==> src/alarm_mask_consts.svh <==
// Purpose: Offsets, field positions, reset values and bus figures of the alarm mask bank
// Assumes: Register indices are word indices; byte address is four times the index
// Notes:   Definitions only, guarded against double inclusion
`ifndef ALARM_MASK_CONSTS_SVH
`define ALARM_MASK_CONSTS_SVH

// ----------------------------------------
// Register indices and bus geometry
// ----------------------------------------
`define ADDR_W 8
`define DATA_W 32
`define REG_W 24
`define IDX_W 5
`define MASK_IDX 5'h12
`define CTRL_IDX 5'h1C
`define FLAGS_IDX 5'h1D

// ----------------------------------------
// Field positions
// ----------------------------------------
`define PIN_STATUS_BIT 21
`define ECHO_MSB 20
`define ECHO_LSB 16
`define MASK_MSB 15
`define FLAG_W 16
`define RSVD_BIT 5
`define LOCK_WRITE_BIT 13
`define LOCK_CHECK_EN_BIT 0
`define CFG_LOCK_BIT 1

// ----------------------------------------
// Reset values and bit groups
// ----------------------------------------
`define MASK_RESET 24'h120000
`define CTRL_RESET 2'h0
`define FLAGS_RESET 16'h0000
`define FLAG_VALID 16'hFFDF
`define CTRL_W 2

`endif

==> src/alarm_mask_pkg.sv <==
// Purpose: Types shared by the alarm mask bank
// Assumes: Used by explicit scope, never imported
// Notes:   Offsets and counts live in the constants header
package alarm_mask_pkg;

    // Bus answer sequencer
    typedef enum logic {
        BUS_IDLE,
        BUS_ANSWER
    } bus_state_type;

    // One bit per mask position
    typedef logic [15:0] flag_vec_type;

endpackage

==> src/alarm_pin_sync.sv <==
// Purpose: Two flip-flop synchroniser for levels arriving from outside the clock domain
// Assumes: Input changes slowly compared with CLK_SYS
// Notes:   The first stage feeds only the second stage
`timescale 1ns/100ps

module alarm_pin_sync #(
    parameter int WIDTH = 1,
    parameter logic [WIDTH-1:0] RESET_LEVEL = '0
) (
    input wire logic clk,
    input wire logic rst,
    input wire logic [WIDTH-1:0] async_in,
    output logic [WIDTH-1:0] sync_out
);

    logic [WIDTH-1:0] meta_reg;
    logic [WIDTH-1:0] meta_next;
    logic [WIDTH-1:0] stable_reg;
    logic [WIDTH-1:0] stable_next;

    // ----------------------------------------
    // Stage chain
    // ----------------------------------------

    // Next values: plain shift through two stages
    always_comb begin
        meta_next = async_in;
        stable_next = meta_reg;
    end

    // Registering only; reset level is a constant
    always_ff @(posedge clk or posedge rst) begin
        if (rst) begin
            meta_reg <= RESET_LEVEL;
            stable_reg <= RESET_LEVEL;
        end else begin
            meta_reg <= meta_next;
            stable_reg <= stable_next;
        end
    end

    assign sync_out = stable_reg;

endmodule

==> src/alarm_pin_mask_control.sv <==
// Purpose: Mask bank that decides which diagnostic flags may pull the alarm pin
// Assumes: Flag set pulses come from logic on CLK_SYS; the alarm pin is open drain, active low
// Notes:   Registers reached over an Avalon-MM slave with one wait cycle per access
//          Flag set inputs are same-clock levels; a flag other than bit 5 sets on every edge they are high
`timescale 1ns/100ps
`include "alarm_mask_consts.svh"

module alarm_pin_mask_control (
    input wire logic CLK_SYS,
    input wire logic RST,
    input wire logic [`ADDR_W-1:0] AVS_ADDRESS,
    input wire logic AVS_READ,
    input wire logic AVS_WRITE,
    input wire logic [`DATA_W-1:0] AVS_WRITEDATA,
    input wire logic [3:0] AVS_BYTEENABLE,
    output logic [`DATA_W-1:0] AVS_READDATA,
    output logic AVS_WAITREQUEST,
    input wire logic [`FLAG_W-1:0] FLAG_SET,
    output logic [`FLAG_W-1:0] FLAG_STATE,
    input wire logic ALARM_N_I,
    output logic ALARM_N_O,
    output logic ALARM_N_OE
);

    // ----------------------------------------
    // Helper functions
    // ----------------------------------------

    // Match of a byte address against a word index; out-of-range or misaligned addresses never match
    // Stray accesses never match, so they fall through to a zero answer
    function automatic logic addr_mapped(input logic [`ADDR_W-1:0] addr,
                                         input logic [`IDX_W-1:0] idx);
        logic hit;
        hit = (addr[1:0] == 2'h0) && (addr[7] == 1'b0) && (addr[6:2] == idx);
        return hit;
    endfunction

    // Bit mask of the enabled byte lanes
    function automatic logic [`DATA_W-1:0] lane_bits(input logic [3:0] be);
        logic [`DATA_W-1:0] bits;
        bits = {{8{be[3]}}, {8{be[2]}}, {8{be[1]}}, {8{be[0]}}};
        return bits;
    endfunction

    // Merge a bus word into a stored value lane by lane
    function automatic logic [`REG_W-1:0] lane_merge(input logic [`REG_W-1:0] old_val,
                                                     input logic [`DATA_W-1:0] new_val,
                                                     input logic [3:0] be);
        logic [`REG_W-1:0] res;
        res = old_val;
        for (int i = 0; i < 3; i++) begin
            if (be[i]) begin
                res[i*8 +: 8] = new_val[i*8 +: 8];
            end
        end
        return res;
    endfunction

    // Read word: pin status, index echo, then the low field
    function automatic logic [`DATA_W-1:0] read_word(input logic pin_status,
                                                     input logic [`IDX_W-1:0] idx,
                                                     input logic [`FLAG_W-1:0] low);
        logic [`DATA_W-1:0] word;
        word = 32'h0000_0000;
        word[`PIN_STATUS_BIT] = pin_status;
        word[`ECHO_MSB:`ECHO_LSB] = idx;
        word[`FLAG_W-1:0] = low;
        return word;
    endfunction

    // ----------------------------------------
    // Declarations
    // ----------------------------------------

    alarm_mask_pkg::bus_state_type bus_state_reg;
    alarm_mask_pkg::bus_state_type bus_state_next;
    logic [`DATA_W-1:0] rdata_reg;
    logic [`DATA_W-1:0] rdata_next;
    logic [`REG_W-1:0] mask_reg;
    logic [`REG_W-1:0] mask_next;
    logic [`CTRL_W-1:0] ctrl_reg;
    logic [`CTRL_W-1:0] ctrl_next;
    alarm_mask_pkg::flag_vec_type flags_reg;
    alarm_mask_pkg::flag_vec_type flags_next;
    logic alarm_reg;
    logic alarm_next;
    logic pin_level;
    logic pin_status;
    logic request;
    logic commit;
    logic hit_mask;
    logic hit_ctrl;
    logic hit_flags;
    logic cfg_locked;
    logic lock_write_event;
    logic [`REG_W-1:0] mask_written;
    logic [`FLAG_W-1:0] clear_bits;
    logic [`FLAG_W-1:0] set_bits;
    logic [`FLAG_W-1:0] unmasked;
    logic [`DATA_W-1:0] write_lanes;

    // ----------------------------------------
    // Pin level synchroniser
    // ----------------------------------------

    // Pin idles high through its pull-up, so reset to the released level
    // Other parts may share the wire, so bit 21 shows the wire, not our own drive
    alarm_pin_sync #(
        .WIDTH(1),
        .RESET_LEVEL(1'b1)
    ) u_pin_sync (
        .clk(CLK_SYS),
        .rst(RST),
        .async_in(ALARM_N_I),
        .sync_out(pin_level)
    );

    assign pin_status = ~pin_level;

    // ----------------------------------------
    // Bus request decode
    // ----------------------------------------

    // Address decode shared by read and write paths
    assign request = AVS_READ | AVS_WRITE;
    assign hit_mask = addr_mapped(AVS_ADDRESS, `MASK_IDX);
    assign hit_ctrl = addr_mapped(AVS_ADDRESS, `CTRL_IDX);
    assign hit_flags = addr_mapped(AVS_ADDRESS, `FLAGS_IDX);

    // Write lands on the edge where waitrequest is sampled low
    assign commit = AVS_WRITE && (bus_state_reg == alarm_mask_pkg::BUS_ANSWER);
    assign cfg_locked = ctrl_reg[`CFG_LOCK_BIT];

    // Waitrequest drops in the answer cycle; combinational by design
    assign AVS_WAITREQUEST = request && (bus_state_reg == alarm_mask_pkg::BUS_IDLE);

    // ----------------------------------------
    // Bus answer sequencer
    // ----------------------------------------

    // One wait cycle gives read data a full cycle to settle from a register
    // A request held past its answer edge is taken as a second access
    always_comb begin
        bus_state_next = bus_state_reg;
        rdata_next = rdata_reg;
        unique case (bus_state_reg)
            alarm_mask_pkg::BUS_IDLE: begin
                if (request) begin
                    bus_state_next = alarm_mask_pkg::BUS_ANSWER;
                    // Unmapped reads answer zero
                    rdata_next = 32'h0000_0000;
                    if (AVS_READ && hit_mask) begin
                        rdata_next = read_word(pin_status, `MASK_IDX, mask_reg[15:0]);
                    end else if (AVS_READ && hit_ctrl) begin
                        // Only two control bits are stored; the rest read zero
                        rdata_next = read_word(pin_status, `CTRL_IDX, {14'h0000, ctrl_reg});
                    end else if (AVS_READ && hit_flags) begin
                        // Sticky vector, bit positions equal to the mask positions
                        rdata_next = read_word(pin_status, `FLAGS_IDX, flags_reg);
                    end
                end
            end
            alarm_mask_pkg::BUS_ANSWER: begin
                bus_state_next = alarm_mask_pkg::BUS_IDLE;
            end
        endcase
    end

    always_ff @(posedge CLK_SYS or posedge RST) begin
        if (RST) begin
            bus_state_reg <= alarm_mask_pkg::BUS_IDLE;
            rdata_reg <= 32'h0000_0000;
        end else begin
            bus_state_reg <= bus_state_next;
            rdata_reg <= rdata_next;
        end
    end

    // Stands from the edge that opens the answer cycle until the next access loads it; a write loads zero
    assign AVS_READDATA = rdata_reg;

    // ----------------------------------------
    // Mask and control registers
    // ----------------------------------------

    // Storing the echo bits costs a few flops but keeps the reset value whole
    // Only the low sixteen bits are writable; status and echo are rebuilt on read
    assign mask_written = lane_merge(mask_reg, AVS_WRITEDATA, AVS_BYTEENABLE);

    assign lock_write_event = commit && hit_mask && cfg_locked && ctrl_reg[`LOCK_CHECK_EN_BIT];

    // Control itself stays writable while locked so software can unlock
    always_comb begin
        mask_next = mask_reg;
        ctrl_next = ctrl_reg;
        // Dropped even with the check off; only the flag depends on it
        // drop locked mask writes
        if (commit && hit_mask && !cfg_locked) begin
            // reserved bit 5 is stored as written
            mask_next[`MASK_MSB:0] = mask_written[`MASK_MSB:0];
        end
        if (commit && hit_ctrl && AVS_BYTEENABLE[0]) begin
            ctrl_next = AVS_WRITEDATA[`CTRL_W-1:0];
        end
    end

    always_ff @(posedge CLK_SYS or posedge RST) begin
        if (RST) begin
            mask_reg <= `MASK_RESET;
            ctrl_reg <= `CTRL_RESET;
        end else begin
            mask_reg <= mask_next;
            ctrl_reg <= ctrl_next;
        end
    end

    // ----------------------------------------
    // Sticky diagnostic flags
    // ----------------------------------------

    // Byte lanes of the current write as a bit mask
    assign write_lanes = lane_bits(AVS_BYTEENABLE);

    // Write-one-to-clear over the low two byte lanes
    assign clear_bits = (commit && hit_flags) ?
        (AVS_WRITEDATA[`FLAG_W-1:0] & write_lanes[`FLAG_W-1:0]) :
        16'h0000;

    // Flag sources outside this block keep their own pulses; this bank only latches
    // Locked write flag is raised here; bit 5 has no source
    always_comb begin
        set_bits = FLAG_SET & `FLAG_VALID;
        set_bits[`LOCK_WRITE_BIT] = FLAG_SET[`LOCK_WRITE_BIT] | lock_write_event;
    end

    // Set wins over a clear in the same cycle so no event is lost
    always_comb begin
        flags_next = (flags_reg & ~clear_bits) | set_bits;
    end

    always_ff @(posedge CLK_SYS or posedge RST) begin
        if (RST) begin
            flags_reg <= `FLAGS_RESET;
        end else begin
            flags_reg <= flags_next;
        end
    end

    // Flags leave straight from their register, never from the set logic
    assign FLAG_STATE = flags_reg;

    // ----------------------------------------
    // Alarm pin drive
    // ----------------------------------------

    // Masking only gates the path to the pin; the flag stays readable
    // per-bit gating
    assign unmasked = flags_reg & ~mask_reg[`MASK_MSB:0] & `FLAG_VALID;

    always_comb begin
        alarm_next = |unmasked;
    end

    // Registered so the pin never glitches during a mask write
    // Costs one cycle of alarm latency, well inside any host polling rate
    always_ff @(posedge CLK_SYS or posedge RST) begin
        if (RST) begin
            alarm_reg <= 1'b0;
        end else begin
            alarm_reg <= alarm_next;
        end
    end

    // The pin lags a set pulse by two edges: one to latch it, one to drive
    // Open drain: only ever pulls low, the enable carries the alarm
    assign ALARM_N_O = 1'b0;
    assign ALARM_N_OE = alarm_reg;

endmodule

==> config.mk <==
export PLATFORM = sky130hd
export DESIGN_NAME = alarm_pin_mask_control
export DESIGN_NICKNAME = d
export VERILOG_FILES = /design/src/alarm_mask_pkg.sv /design/src/alarm_pin_sync.sv /design/src/alarm_pin_mask_control.sv
export VERILOG_INCLUDE_DIRS = /design/src
export SDC_FILE = /design/constraint.sdc
export NUM_CORES = 1
export LEC_CHECK = 0
export ABC_AREA = 1
export BUFFER_PORTS_ARGS = -buffer_cell sky130_fd_sc_hd__buf_2
export CAP_MARGIN = 20
export CORE_AREA = 4 4 83 85
export CTS_CLUSTER_SIZE = 24
export DETAILED_ROUTE_END_ITERATION = 10
export DIE_AREA = 0 0 87 89
export GPL_TIMING_DRIVEN = 0
export PLACE_DENSITY_LB_ADDON = 0.2
export SETUP_SLACK_MARGIN = 0.05
export SKIP_CTS_REPAIR_TIMING = 1
export SYNTH_ARGS = -nofsm -noshare
export SYNTH_HDL_FRONTEND = slang
export SYNTH_SLANG_ARGS = --single-unit
==> constraint.sdc <==
create_clock -name CLK_SYS -period 2.2 [get_ports CLK_SYS]
set_clock_uncertainty 0.15 [all_clocks]
set_input_delay 0.44 -clock CLK_SYS [delete_from_list [all_inputs] [get_ports CLK_SYS]]
set_output_delay 0.44 -clock CLK_SYS [all_outputs]
set_load 0.02 [all_outputs]
# Yosys cells after proc, flatten, opt, wreduce, memory -nomap -nowiden
# Cells that the tools add are included.
# op_classes
add_sub_neg	0
n_mul	0
div_mod_pow	0
magnitude_cmp	0
eq_ne	3
n_shift	0
mux	6
n_bitwise	11
reduce_logical	22
# ops
op	count
$mux 22	3
$and 16x16->16	3
$not 16->16	2
$logic_and 1x1->1	16
$mux 16	1
$or 16x16->16	1
$eq 5x5->1 const B	3
$reduce_or 15->1	1
$reduce_and 2->1	3
$not 1->1	3
$logic_not 2->1	1
$or 1x1->1	2
$pmux 1 s2	1
$logic_not 1->1	1
$mux 1	1
# word_totals
register_bits	70
latchBits	0
ramBits	0
mem_bits_ro	0
input_bits	65
n_memories	0

# Longest topological paths before layout
# depth
word_depth	8
mapped_depth	9
mapped_depth_nobuf	9

# Hierarchy
# A second synthesis with hierarchy kept.
# hier_totals
cells_unflattened	335
hier_area_um2	2886.5
# by_module_without_submodules
module	instances	cells_each	area_per_inst_um2
alarm_pin_mask_control	1	332	2830.2
alarm_pin_sync	1	3	56.3

# Worst setup path after synthesis
# OpenSTA, ideal clock, no wires.
# synth_path
path_kind	input to output
from	input port AVS_READ
to	output port AVS_WAITREQUEST
arrival_ps	958
slack_ps	652
stages	3
n_path_buf	1
cell_sequence	nor2_1 nor2_1 buf_2
# synth_between
elab_chain_cells	2
# synth_lines
item	line_no	rtl
start: declaration	alarm_pin_mask_control.sv:12	input wire logic AVS_READ,
$or 1x1->1	alarm_pin_mask_control.sv:125	assign request = AVS_READ | AVS_WRITE;
$logic_and 1x1->1	alarm_pin_mask_control.sv:135	assign AVS_WAITREQUEST = request && (bus_state_reg == alarm_mask_pkg::BUS_IDLE);
end: declaration	alarm_pin_mask_control.sv:17	output logic AVS_WAITREQUEST,
# Every way passes these cells.

# Worst setup path after layout
# layout_path
from	register bus_state_reg
to	output port AVS_WAITREQUEST
# layout_between
elab_chain_cells	2
# layout_lines
item	line_no	rtl
start: declaration	alarm_pin_mask_control.sv:75	alarm_mask_pkg::bus_state_type bus_state_reg;
start signal: assignment	alarm_pin_mask_control.sv:171	bus_state_reg <= alarm_mask_pkg::BUS_IDLE;
start signal: assignment	alarm_pin_mask_control.sv:174	bus_state_reg <= bus_state_next;
$not 1->1 (no line)	-	
$logic_and 1x1->1	alarm_pin_mask_control.sv:135	
# Every way passes these cells.

==> metrics <==
outcome=complete, but fails checks; failing checks=negative hold slack; Routability Congestion=0.856; crit share post-route=91.9%; worst min-delay path category=in -> async; count of pins over their slew limit=0; H-tree levels=3; area grow syn2layout=25.7%; setup_tns=0 ps; Final Net Count=530; CP required=1610 ps; Port Buf Inserts=83; critical path peak fanout=11; post-synthesis async set-or-reset flop share=100%; Synth Area in XOR/XNOR=0%; initial antenna violation count=0; Synth Instances=360; dpl ws=240 ps; worst r2r path cells=5; CTS clock-pin slew for the worst setup and hold paths=60 ps; Final Hold Fails=21; main combinational cell family by area after synthesis=simple AND/OR/NAND/NOR gates; ant diodes=0; VDD IR-drop max=0.000352 V; Via density=4.97; Syn Area/Cell=8.10 µm²; top-area cell type share of the netlist area=48.9%; Critical Path Start Type=flip-flop; ratio of cells with drive above 1 in the final layout=28.6%; Initial Util=47.0%; Post-synth EDFFs=0; Detailed Routing Iterations Pass 1=5; Seq/Total Area, Yosys=50.7%; worst slew pin tran=604 ps; Die Y=89 µm; CP Class=reg -> out; CTS tree=built; Clock Sinks=59; core box area=0.00620 mm²; clk root buf=clkbuf_8; Vias=2716; first-pass GRT wire length=11.9 mm; clk buf depth=2; later-pin clock latency in the skew report=340 ps; largest net degree at the start of global routing=39; Primary FF master, synth=dfrtp_1; mapped cell area=0.00292 mm²; Total Die Area=0.00774 mm²; Data arrival, critical path=1430 ps; proportion of synthesized area in mux cells=0%; Synth Area in Adders=0%; Netlist cell types=25; number of global-route vias before repair=2569; reg-to-reg critical path startpoint=bus_state_reg$_DFF_PP0_; CP Capture Type=output port; Synth Area in Compound Gates=4.12%; total congestion overflow=0; worst reg-to-reg setup slack=610 ps; Slew headroom=59.7%; Final min period=2020 ps; RSZ-0062 raised after global routing=no; row count=29; Synth Warn #=0; main area contributors after synthesis=dfrtp_1, nand3_1, nand2_1; IO Count=116; Max Fclk=495 MHz; Synth area leader=dfrtp_1; Yosys reg bits=59; DR WL/cell=13.4 µm; Power Dens Cells=609 mW/mm²; max FFs per register=21; drc violations=0; worst flop-to-flop path endpoint=AVS_READDATA[3]$_DFFE_PP0P_; wirelength, routed=7.34 mm; Num CTS Buffers=9; final worst-path setup slack=178 ps; endpoints failing setup=0; dpl hpwl=5.45 mm; simple-gate area share of the yosys netlist=33.7%; Pleak=2.10 nW; fill cell count=605; WHS=-32.4 ps; GR Util All Layers=20.1%; max cap viols=0; Initial DRC Count=115; post-route ant nets=0; die width=87 µm
cells in the mapped netlist (all sizes together) (2+ instances only):
cell	instances
nand3b	2
o22ai	6
nor2	24
a21o	5
o21ai	6
inv	46
clkbuf	4
dfrtp	57
nand3	78
nand4	8
nor3	2
nand2	98
dfstp	2
buf	19
layout by cell type, fill, tap and decap left out, types with 3 or more instances in the layout:
cell type,synthesis,routed
o21ai_0,6,6
conb_1,1,11
clkbuf_8,0,9
nand3_1,78,78
buf_2,3,85
dfrtp_1,57,57
inv_1,40,39
inv_2,6,7
nor2_4,3,3
nor2_2,2,3
nand2_1,96,96
buf_4,14,14
a21o_1,5,5
nor2_1,18,17
clkbuf_1,4,7
o22ai_1,6,6
nand4_1,8,8
cell families after synthesis:
| logic type | after synthesis |
|---|---|
| compound gates | 19 |
| buf+inv | 69 |
| flops | 59 |
| other cells | 1 |
| simple gates | 212 |
final cells by class:
type	instances	area [µm²]	share of cell area (%)
multi-input cells	242	1150	31.3
clock buffers	12	135	3.68
clock inverters	3	40.0	1.09
plain buffers	23	160	4.37
well taps	77	96.3	2.63
repair buffers	84	435	11.9
flip-flops and latches	59	1480	40.3
inverters	46	173	4.71
layer usage:
| layer | GRT usage, % | part of all wire, % | vias up |
|---|---|---|---|
| met5 | 0 | 0 | - |
| met4 | 8.64 | 2.3 | 0 |
| met3 | 5.62 | 7.5 | 17 |
| met2 | 31.4 | 47 | 104 |
| met1 | 26.2 | 43 | 1250 |
| li1 | - | - | 1345 |
power breakdown:
group,switching (mW),internal (mW),total (mW)
Combinational,0.148,0.0695,0.217
Clock,0.397,0.514,0.911
Sequential,0.00714,1.10,1.10
worst max-delay path by stage:
stage	start	end	slack [ps]	cells past startpoint
after detailed placement	AVS_READ	AVS_WAITREQUEST	240	5
after CTS	bus_state_reg$_DFF_PP0_	AVS_WAITREQUEST	40	3
after global placement	RST	AVS_READDATA[16]$_DFFE_PP0P_	-590	2
after global routing	bus_state_reg$_DFF_PP0_	AVS_WAITREQUEST	90	3
final	bus_state_reg$_DFF_PP0_	AVS_WAITREQUEST	180	3
after floorplan	RST	ALARM_N_OE$_DFF_PP0_	160	1
critical path, cell delays in order, from the launching register on:
cell      delay, ps
dfrtp_1         400
nor2_2          220
clkbuf_4        280
buf_2           190
per-stage QoR:
step | total power, mW | cell area, µm² | cells | hold WS (ps) | util, %
global route | 2.34 | 3670 | 546 | 8.23 | 59.1
CTS | 2.25 | 3660 | 546 | -15.8 | 59.0
finish | 2.23 | 3670 | 546 | -32.4 | 59.1
floorplan | 1.25 | 2960 | 370 | 195 | -
detailed placement | 1.34 | 3490 | 531 | 197 | 56.2
global placement | 1.33 | 3470 | 530 | 197 | 55.9
Note: power is estimated with default switching activity, not from simulation.
